--- src/hw/atrr_pkg.sv ---
package atrr_pkg;

	// Register byte offsets on the AXI4-Lite slave.
	localparam logic [7:0] ADDR_CONV_RESULT = 8'h0d << 2;
	localparam logic [7:0] ADDR_TUNE_RESULT = 8'h0e << 2;
	localparam logic [7:0] ADDR_MANUAL_TRIM = 8'h3c;
	localparam logic [7:0] ADDR_IRQ_STATUS  = 8'h40;
	localparam logic [7:0] ADDR_IRQ_ENABLE  = 8'h44;
	localparam logic [7:0] ADDR_IRQ_CLEAR   = 8'h48;

	// Field positions.
	localparam int TRIM_MSB      = 7;
	localparam int TRIM_LSB      = 4;
	localparam int TUNE_ERR_BIT  = 3;
	localparam int SRC_SEL_BIT   = 7;
	localparam int MAN_TRIM_MSB  = 6;
	localparam int MAN_TRIM_LSB  = 3;

	// Interrupt bit positions.
	localparam int IRQ_CONV_BIT  = 0;
	localparam int IRQ_TUNE_BIT  = 1;
	localparam int IRQ_WIDTH     = 2;

	// Reset values and AXI responses.
	localparam logic [7:0] REG_RESET = 8'h00;
	localparam logic [1:0] RESP_OKAY   = 2'h0;
	localparam logic [1:0] RESP_SLVERR = 2'h2;

	// Tuning sequence completion carrier.
	typedef struct packed {
		logic       done;
		logic [3:0] code;
		logic       fail;
	} atrr_tune_t;

	// Conversion completion carrier.
	typedef struct packed {
		logic       done;
		logic [7:0] value;
	} atrr_conv_t;

endpackage : atrr_pkg

--- src/hw/atrr_regs.sv ---
`timescale 1ns/1ns
module atrr_regs #(
	parameter int ADDR_W = 8
) (
	input  wire logic                clk_in,
	input  wire logic                arst_n_in,
	input  wire logic                restore_in,
	input  wire atrr_pkg::atrr_conv_t conv_in,
	input  wire atrr_pkg::atrr_tune_t tune_in,
	input  wire logic [ADDR_W-1:0]   s_axi_awaddr_in,
	input  wire logic                s_axi_awvalid_in,
	output logic                     s_axi_awready_out,
	input  wire logic [31:0]         s_axi_wdata_in,
	input  wire logic [3:0]          s_axi_wstrb_in,
	input  wire logic                s_axi_wvalid_in,
	output logic                     s_axi_wready_out,
	output logic [1:0]               s_axi_bresp_out,
	output logic                     s_axi_bvalid_out,
	input  wire logic                s_axi_bready_in,
	input  wire logic [ADDR_W-1:0]   s_axi_araddr_in,
	input  wire logic                s_axi_arvalid_in,
	output logic                     s_axi_arready_out,
	output logic [31:0]              s_axi_rdata_out,
	output logic [1:0]               s_axi_rresp_out,
	output logic                     s_axi_rvalid_out,
	input  wire logic                s_axi_rready_in,
	output logic [3:0]               tuning_pin_group_a_out,
	output logic [3:0]               tuning_pin_group_b_out,
	output logic                     irq_out
);

	// The register map uses byte addresses on the bus.
	//   0x34 converter result, read only, latest conversion in bits 7:0.
	//   0x38 calibration result, read only, trim code in 7:4, failure flag in 3.
	//   0x3c manual trim, read and write, source select in 7, code in 6:3.
	//   0x40 interrupt status, read only, bit 0 conversion, bit 1 tuning.
	//   0x44 interrupt enable, read and write, same layout as the status.
	//   0x48 interrupt clear, write only, a 1 clears the matching status bit.
	// Any other address answers with an error and reads as zero.
	// Restore-defaults leaves the interrupt registers alone, so software
	// still sees the completion events that came before it.

	// Elaboration check: the map needs eight address bits.
	if (ADDR_W < 8) begin : g_chk
		$error("ADDR_W must be at least 8");
	end

	// Elaboration check: interrupt bits must fit the low byte of a word.
	if (atrr_pkg::IRQ_WIDTH > 8) begin : g_chk_irq
		$error("IRQ_WIDTH must be at most 8");
	end

	logic       rst_meta_ff;
	logic       rst_sync_ff;
	logic [7:0] conv_result_ff;
	logic [7:0] tune_result_ff;
	logic [7:0] manual_trim_ff;
	logic [atrr_pkg::IRQ_WIDTH-1:0] irq_status_ff;
	logic [atrr_pkg::IRQ_WIDTH-1:0] irq_enable_ff;
	logic [ADDR_W-1:0] aw_addr_ff;
	logic              aw_have_ff;
	logic [31:0]       w_data_ff;
	logic [3:0]        w_strb_ff;
	logic              w_have_ff;
	logic              wr_fire;
	logic [7:0]        wr_addr8;
	logic [7:0]        rd_addr8;
	localparam int IRQ_WIDTH_L = atrr_pkg::IRQ_WIDTH;
	logic [IRQ_WIDTH_L-1:0] irq_clear;
	logic [IRQ_WIDTH_L-1:0] irq_events;
	logic [3:0]        nxt_trim;
	logic              wr_manual;
	logic              wr_enable;
	logic              wr_clear;

	// True when a write goes to the given register with its low byte lane enabled.
	// The upper lanes carry nothing, so a write without lane 0 changes no state.
	function automatic logic wr_hit(
		input logic [7:0] addr,
		input logic [3:0] strb,
		input logic [7:0] target
	);
		wr_hit = (addr == target) && strb[0];
	endfunction : wr_hit

	// Places an 8-bit register in the low byte of a bus word, upper bits zero.
	function automatic logic [31:0] zext8(input logic [7:0] value);
		zext8 = {24'h0, value};
	endfunction : zext8

	// Reset release through two flip-flops.
	// Assertion stays asynchronous; only the release waits for two edges, so
	// every register leaves reset on the same clock edge.
	always_ff @(posedge clk_in or negedge arst_n_in) begin
		if (!arst_n_in) begin
			rst_meta_ff <= 1'b0;
			rst_sync_ff <= 1'b0;
		end else begin
			rst_meta_ff <= 1'b1;
			rst_sync_ff <= rst_meta_ff;
		end
	end

	// Write happens once both address and data have been taken.
	assign wr_fire  = aw_have_ff && w_have_ff && !s_axi_bvalid_out;
	assign wr_addr8 = aw_addr_ff[7:0];
	assign rd_addr8 = s_axi_araddr_in[7:0];

	// Register write strobes, one for each writable register.
	assign wr_manual = wr_fire && wr_hit(wr_addr8, w_strb_ff, atrr_pkg::ADDR_MANUAL_TRIM);
	assign wr_enable = wr_fire && wr_hit(wr_addr8, w_strb_ff, atrr_pkg::ADDR_IRQ_ENABLE);
	assign wr_clear  = wr_fire && wr_hit(wr_addr8, w_strb_ff, atrr_pkg::ADDR_IRQ_CLEAR);

	// Address and data capture, taken in either order.
	always_ff @(posedge clk_in or negedge rst_sync_ff) begin
		if (!rst_sync_ff) begin
			aw_have_ff        <= 1'b0;
			w_have_ff         <= 1'b0;
			aw_addr_ff        <= '0;
			w_data_ff         <= 32'h0;
			w_strb_ff         <= 4'h0;
			s_axi_awready_out <= 1'b0;
			s_axi_wready_out  <= 1'b0;
		end else begin
			// No new address or data is taken while a write answer still waits.
			s_axi_awready_out <= !aw_have_ff && !s_axi_awready_out && !s_axi_bvalid_out;
			s_axi_wready_out  <= !w_have_ff && !s_axi_wready_out && !s_axi_bvalid_out;
			if (s_axi_awvalid_in && s_axi_awready_out) begin
				aw_have_ff <= 1'b1;
				aw_addr_ff <= s_axi_awaddr_in;
				s_axi_awready_out <= 1'b0;
			end else if (wr_fire) begin
				aw_have_ff <= 1'b0;
			end
			if (s_axi_wvalid_in && s_axi_wready_out) begin
				w_have_ff <= 1'b1;
				w_data_ff <= s_axi_wdata_in;
				w_strb_ff <= s_axi_wstrb_in;
				s_axi_wready_out <= 1'b0;
			end else if (wr_fire) begin
				w_have_ff <= 1'b0;
			end
		end
	end

	// Write response, error for an unmapped or read-only address.
	// A refused write still answers, so the master never waits forever.
	always_ff @(posedge clk_in or negedge rst_sync_ff) begin
		if (!rst_sync_ff) begin
			s_axi_bvalid_out <= 1'b0;
			s_axi_bresp_out  <= atrr_pkg::RESP_OKAY;
		end else if (wr_fire) begin
			s_axi_bvalid_out <= 1'b1;
			if (wr_addr8 == atrr_pkg::ADDR_MANUAL_TRIM || wr_addr8 == atrr_pkg::ADDR_IRQ_ENABLE ||
			    wr_addr8 == atrr_pkg::ADDR_IRQ_CLEAR) begin
				s_axi_bresp_out <= atrr_pkg::RESP_OKAY;
			end else begin
				s_axi_bresp_out <= atrr_pkg::RESP_SLVERR;
			end
		end else if (s_axi_bvalid_out && s_axi_bready_in) begin
			s_axi_bvalid_out <= 1'b0;
		end
	end

	// Manual trim register keeps only select and code bits.
	// Bits 2:0 are dropped on write and therefore always read as zero.
	always_ff @(posedge clk_in or negedge rst_sync_ff) begin
		if (!rst_sync_ff) begin
			manual_trim_ff <= atrr_pkg::REG_RESET;
		end else if (restore_in) begin
			manual_trim_ff <= atrr_pkg::REG_RESET;
		end else if (wr_manual) begin
			manual_trim_ff <= {w_data_ff[atrr_pkg::SRC_SEL_BIT:atrr_pkg::MAN_TRIM_LSB], 3'h0};
		end
	end

	// Converter result capture.
	// Restore-defaults wins over a conversion finishing in the same cycle.
	always_ff @(posedge clk_in or negedge rst_sync_ff) begin
		if (!rst_sync_ff) begin
			conv_result_ff <= atrr_pkg::REG_RESET;
		end else if (restore_in) begin
			conv_result_ff <= atrr_pkg::REG_RESET;
		end else if (conv_in.done) begin
			conv_result_ff <= conv_in.value;
		end
	end

	// Calibration result capture at tuning completion.
	// The unused low bits are forced to zero here rather than at the read.
	always_ff @(posedge clk_in or negedge rst_sync_ff) begin
		if (!rst_sync_ff) begin
			tune_result_ff <= atrr_pkg::REG_RESET;
		end else if (restore_in) begin
			tune_result_ff <= atrr_pkg::REG_RESET;
		end else if (tune_in.done) begin
			tune_result_ff <= {tune_in.code, tune_in.fail, 3'h0};
		end
	end

	// Interrupt events and clears; a new event wins over a clear.
	assign irq_events = {tune_in.done, conv_in.done};
	assign irq_clear  = wr_clear ? w_data_ff[IRQ_WIDTH_L-1:0] : '0;

	// Sticky status bits; an event in the cycle of its clear keeps the bit set.
	always_ff @(posedge clk_in or negedge rst_sync_ff) begin
		if (!rst_sync_ff) begin
			irq_status_ff <= '0;
		end else begin
			irq_status_ff <= (irq_status_ff & ~irq_clear) | irq_events;
		end
	end

	// Interrupt enable register, same layout as the status.
	always_ff @(posedge clk_in or negedge rst_sync_ff) begin
		if (!rst_sync_ff) begin
			irq_enable_ff <= '0;
		end else if (wr_enable) begin
			irq_enable_ff <= w_data_ff[IRQ_WIDTH_L-1:0];
		end
	end

	// Interrupt line registered from status and enable.
	// It follows the status one cycle late, which keeps the pin on a flip-flop.
	always_ff @(posedge clk_in or negedge rst_sync_ff) begin
		if (!rst_sync_ff) begin
			irq_out <= 1'b0;
		end else begin
			irq_out <= |(irq_status_ff & irq_enable_ff);
		end
	end

	// Read channel, one cycle after the address is taken.
	// The address is decoded at the handshake edge, so the data shown is the
	// register value of that edge and stays put until the master takes it.
	always_ff @(posedge clk_in or negedge rst_sync_ff) begin
		if (!rst_sync_ff) begin
			s_axi_arready_out <= 1'b0;
			s_axi_rvalid_out  <= 1'b0;
			s_axi_rdata_out   <= 32'h0;
			s_axi_rresp_out   <= atrr_pkg::RESP_OKAY;
		end else begin
			s_axi_arready_out <= !s_axi_rvalid_out && !s_axi_arready_out && !s_axi_arvalid_in ?
			                     1'b1 : (!s_axi_rvalid_out && !s_axi_arready_out);
			if (s_axi_arvalid_in && s_axi_arready_out) begin
				s_axi_arready_out <= 1'b0;
				s_axi_rvalid_out  <= 1'b1;
				s_axi_rresp_out   <= atrr_pkg::RESP_OKAY;
				case (rd_addr8)
					atrr_pkg::ADDR_CONV_RESULT: s_axi_rdata_out <= zext8(conv_result_ff);
					atrr_pkg::ADDR_TUNE_RESULT: s_axi_rdata_out <= zext8(tune_result_ff);
					atrr_pkg::ADDR_MANUAL_TRIM: s_axi_rdata_out <= zext8(manual_trim_ff);
					atrr_pkg::ADDR_IRQ_STATUS:  s_axi_rdata_out <= zext8(8'(irq_status_ff));
					atrr_pkg::ADDR_IRQ_ENABLE:  s_axi_rdata_out <= zext8(8'(irq_enable_ff));
					default: begin
						s_axi_rdata_out <= 32'h0;
						s_axi_rresp_out <= atrr_pkg::RESP_SLVERR;
					end
				endcase
			end else if (s_axi_rvalid_out && s_axi_rready_in) begin
				s_axi_rvalid_out <= 1'b0;
			end
		end
	end

	// Trim source multiplex.
	// The select bit picks between the tuning result and the software code.
	always_comb begin
		if (manual_trim_ff[atrr_pkg::SRC_SEL_BIT]) begin
			nxt_trim = manual_trim_ff[atrr_pkg::MAN_TRIM_MSB:atrr_pkg::MAN_TRIM_LSB];
		end else begin
			nxt_trim = tune_result_ff[atrr_pkg::TRIM_MSB:atrr_pkg::TRIM_LSB];
		end
	end

	// Registered drive to both tuning pin groups.
	// Both groups carry the same code; registering them keeps the switch
	// drive free of glitches while the select bit and code change together.
	always_ff @(posedge clk_in or negedge rst_sync_ff) begin
		if (!rst_sync_ff) begin
			tuning_pin_group_a_out <= 4'h0;
			tuning_pin_group_b_out <= 4'h0;
		end else begin
			tuning_pin_group_a_out <= nxt_trim;
			tuning_pin_group_b_out <= nxt_trim;
		end
	end

endmodule : atrr_regs

--- config.mk ---
export PLATFORM = sky130hd
export DESIGN_NAME = atrr_regs
export DESIGN_NICKNAME = d
export VERILOG_FILES = /design/src/hw/atrr_pkg.sv /design/src/hw/atrr_regs.sv
export SDC_FILE = /design/constraint.sdc
export NUM_CORES = 1
export LEC_CHECK = 0
export BUFFER_PORTS_ARGS = -buffer_cell sky130_fd_sc_hd__buf_2
export CAP_MARGIN = 0
export CORE_MARGIN = 1
export CORE_UTILIZATION = 51
export DETAILED_ROUTE_END_ITERATION = 8
export HOLD_SLACK_MARGIN = 0.02
export PLACE_DENSITY = 0.89
export SLEW_MARGIN = 10
export SYNTH_ARGS = -nofsm -noshare
export SYNTH_HDL_FRONTEND = slang
export SYNTH_SLANG_ARGS = --single-unit
--- constraint.sdc ---
create_clock -name clk_in -period 4.49 [get_ports clk_in]
set_input_delay 0.6735 -clock clk_in [delete_from_list [all_inputs] [get_ports clk_in]]
set_output_delay 0.6735 -clock clk_in [all_outputs]
set_load 0.005 [all_outputs]
==> results.sh <==
export IMPL_place_congestion=0.769
export IMPL_hp_class="in -> async"
export IMPL_place_ws_ns=2.49
export IMPL_grt_max_degree=61
export IMPL_postRouteAntennaNets=0
export IMPL_antenna_cells=0
export IMPL_total_power_mw=1.46
export IMPL_reg2reg_slack_ns=2.61
export IMPL_r2r_start="s_axi_bvalid_out"
export IMPL_reg2reg_depth=4
export IMPL_final_area_um2=3320
export IMPL_r2r_end="manual_trim_ff[5]"
export IMPL_die_area_um2=5910
export IMPL_status="completed"
export IMPL_synth_compound_area_share_pct=7.13
export IMPL_maxClockFrequency_ghz=0.531
export IMPL_start_util_pct=54.6
export IMPL_root_buffer="clkbuf_8"
export IMPL_power_density_nw_per_um2=441
export IMPL_hpwl_mm=3.96
export IMPL_num_vias=1946
export IMPL_grt_usage_pct=20.1
export IMPL_routed_wl_mm=5.32
export IMPL_ys_ff_latch=62
export IMPL_endpoint="manual_trim_ff[5]"
export IMPL_clk_pin_slew_ns=0.06
export IMPL_io_pins=125
export IMPL_placed_cell_area_um2=3150
export IMPL_synthMuxAreaShare_pct=17.7
export IMPL_coreArea_um2=5240
export IMPL_p_comb_share_pct=18.9
export IMPL_postSynth_topFlopCell="dfrtp_1"
export IMPL_slew_headroom_pct=52.2
export IMPL_cts_sinks=62
export IMPL_p_int_mw=1.06
export IMPL_period_share_pct=42.0
export IMPL_finalSetupViolCount=0
export IMPL_maxSlewViolCount=0
export IMPL_synth_edf_count=0
export IMPL_synthCells=239
export IMPL_worstMarginPinSlew_ns=0.718
export IMPL_period_minus_slack_ns=1.88
export IMPL_area_growth_pct=16.1
export IMPL_synth_area_per_cell_um2=12.0
export IMPL_synth_cell_types=31
export IMPL_fp_dieH_um=76.9
export IMPL_drive_gt1_share_pct=37.9
export IMPL_cts_hold_buf=0
export IMPL_layout_cells_non_filler=384
export IMPL_drt_pass1_iter_count=4
export IMPL_cp_start_kind="register"
export IMPL_synth_warnings=0
export IMPL_postSynth_asyncResetShare_pct=100
export IMPL_synth_fa_ha_area_share_pct=0
export IMPL_seq_power_share_pct=52.3
export IMPL_fin_tns_setup_ns=0
export IMPL_multi_input_area_um2=1140
export IMPL_crit_start="s_axi_bvalid_out"
export IMPL_grt_first_pass_wirelength_mm=9.05
export IMPL_dp_cells=368
export IMPL_synth_top_family_by_area="multiplexers"
export IMPL_crit_required_ns=4.74
export IMPL_numPortBuffers=70
export IMPL_insertion_delay_ns=0.33
export IMPL_drc=0
export IMPL_ctsResizeCount=0
export IMPL_finClkSkew_ns=0.00770
export IMPL_clock_path_buffers=2
export IMPL_p_switching_uw=403
export IMPL_p_leak_nw=1.67
export IMPL_grt_ovfl_total=0
export IMPL_final_nets=384
export IMPL_cp_max_fo=7
export IMPL_grt_pass1_vias=1921
export IMPL_viasPerCell=5.07
export IMPL_hold_viol_final=0
export IMPL_die_w_um=76.9
export IMPL_cts_tree="yes"
export IMPL_grt_antenna_before_repair=0
export IMPL_utilization_pct=63.4
export IMPL_cp_data_arrival_time_ns=2.14
export IMPL_p_sw_share_pct=27.6
export IMPL_final_setup_worst_slack_ns=2.61
export IMPL_synth_yosys_seq_area_share_pct=54.2
export IMPL_critPathCaptureType="register"
export IMPL_regArea_um2=1550
export IMPL_cts_buffers=9
export IMPL_cap_violations=0
export IMPL_drt_initial_drc_count=88
export IMPL_routedWlPerCell_um=13.9
export IMPL_syn_area_um2=2860
export IMPL_htreeDepth=3
export IMPL_yosys_area_share_simple_pct=11.4
export IMPL_holdWs_ns=0.111
export IMPL_fp_row_count=26
export IMPL_ir_drop_uv=437
export IMPL_criticalPathCategory="reg -> reg"
export IMPL_synth_xor_area_share_pct=0
export IMPL_num_fill_cells=429
export IMPL_rsz0062_at_grt="no"
export IMPL_clockPowerShare_pct=28.8
export IMPL_cts_setup_buffers=0
per-layer routing:
layer / GRT usage, % / share of wire (%)
met1: 25.1 / 43
met2: 32.3 / 48
met3: 7.50 / 7.4
met4: 6.35 / 1.4
met5: 0 / 0
sequential cells by signal (all words and copies together) (netlist names), 2 cells and up:
signal and cells:
conv_result_ff 8, w_data_ff 7, s_axi_rdata_out 8, irq_status_ff 2, tuning_pin_group_b_out 4, manual_trim_ff 5
tune_result_ff 5, aw_addr_ff 8, irq_enable_ff 2
worst min path at each step:
stage | startpoint | end | depth (start not counted)
after floorplan | rst_meta_ff | rst_sync_ff | 0
after global placement | rst_meta_ff | rst_sync_ff | 0
after detailed placement | rst_meta_ff | rst_sync_ff | 0
after CTS | arst_n_in | rst_meta_ff | 1
after global routing | arst_n_in | rst_meta_ff | 1
final | arst_n_in | rst_meta_ff | 1
power groups by stage:
stage | sequential (mW) | combinational [mW] | clock (mW)
after floorplan | 0.759 | 0.211 | 0
after global placement | 0.765 | 0.267 | 0
after detailed placement | 0.775 | 0.279 | 0
after CTS | 0.765 | 0.280 | 0.434
after global routing | 0.784 | 0.309 | 0.461
final | 0.766 | 0.276 | 0.422
cell families after synthesis:
group	after synthesis
buffers and inverters	40
other	2
and+or+nand+nor	60
AOI/OAI and AO/OA	28
muxes	47
DFF	62
critical path, cell delays in order, from the launching register on:
cell,delay (ns)
dfrtp_1,0.45
and3b_2,0.31
and4_1,0.24
nor3b_2,0.53
mux2i_1,0.27
layout make-up:
cell class	count	share of cell area, %
clock buffers	15	5.01
clock inverters	1	0.151
inverters	3	0.339
multi-input cells	162	34.3
flip-flops and latches	62	46.8
well taps	70	2.64
repair buffers	71	10.8
Yosys cell counts, types with 3 or more instances:
| cell type | count | share of area, % |
|---|---|---|
| mux2_2 | 29 | 11 |
| inv_1 | 3 | 0.39 |
| nand2b_1 | 10 | 2.2 |
| buf_4 | 30 | 7.9 |
| a21o_1 | 3 | 0.79 |
| mux2i_1 | 18 | 6.3 |
| a21oi_1 | 3 | 0.52 |
| nor2_1 | 20 | 2.6 |
| clkbuf_1 | 6 | 0.79 |
| dfrtp_1 | 62 | 54 |
| nor3_1 | 4 | 0.70 |
| a22o_1 | 11 | 3.4 |
| nand2_1 | 10 | 1.3 |
| o21ai_0 | 6 | 1.0 |
placed cells by master (no fill, tap or decap), drive strengths merged:
cell and n:
a21bo 1, a21o 3, a21oi 3, a22o 11, a22oi 2, and3b 1
and4 1, buf 71, clkbuf 15, clkinv 1, conb 27, dfrtp 62
inv 3, mux2 29, mux2i 18, nand2 10, nand2b 10, nand3 2
nand4 2, nand4b 1, nor2 20, nor2b 2, nor3 4, nor3b 2
nor4b 1, o21ai 6, o22a 1, o22ai 1, or3 2, or3b 1
or4b 1
(Power assumes the default switching activity.)
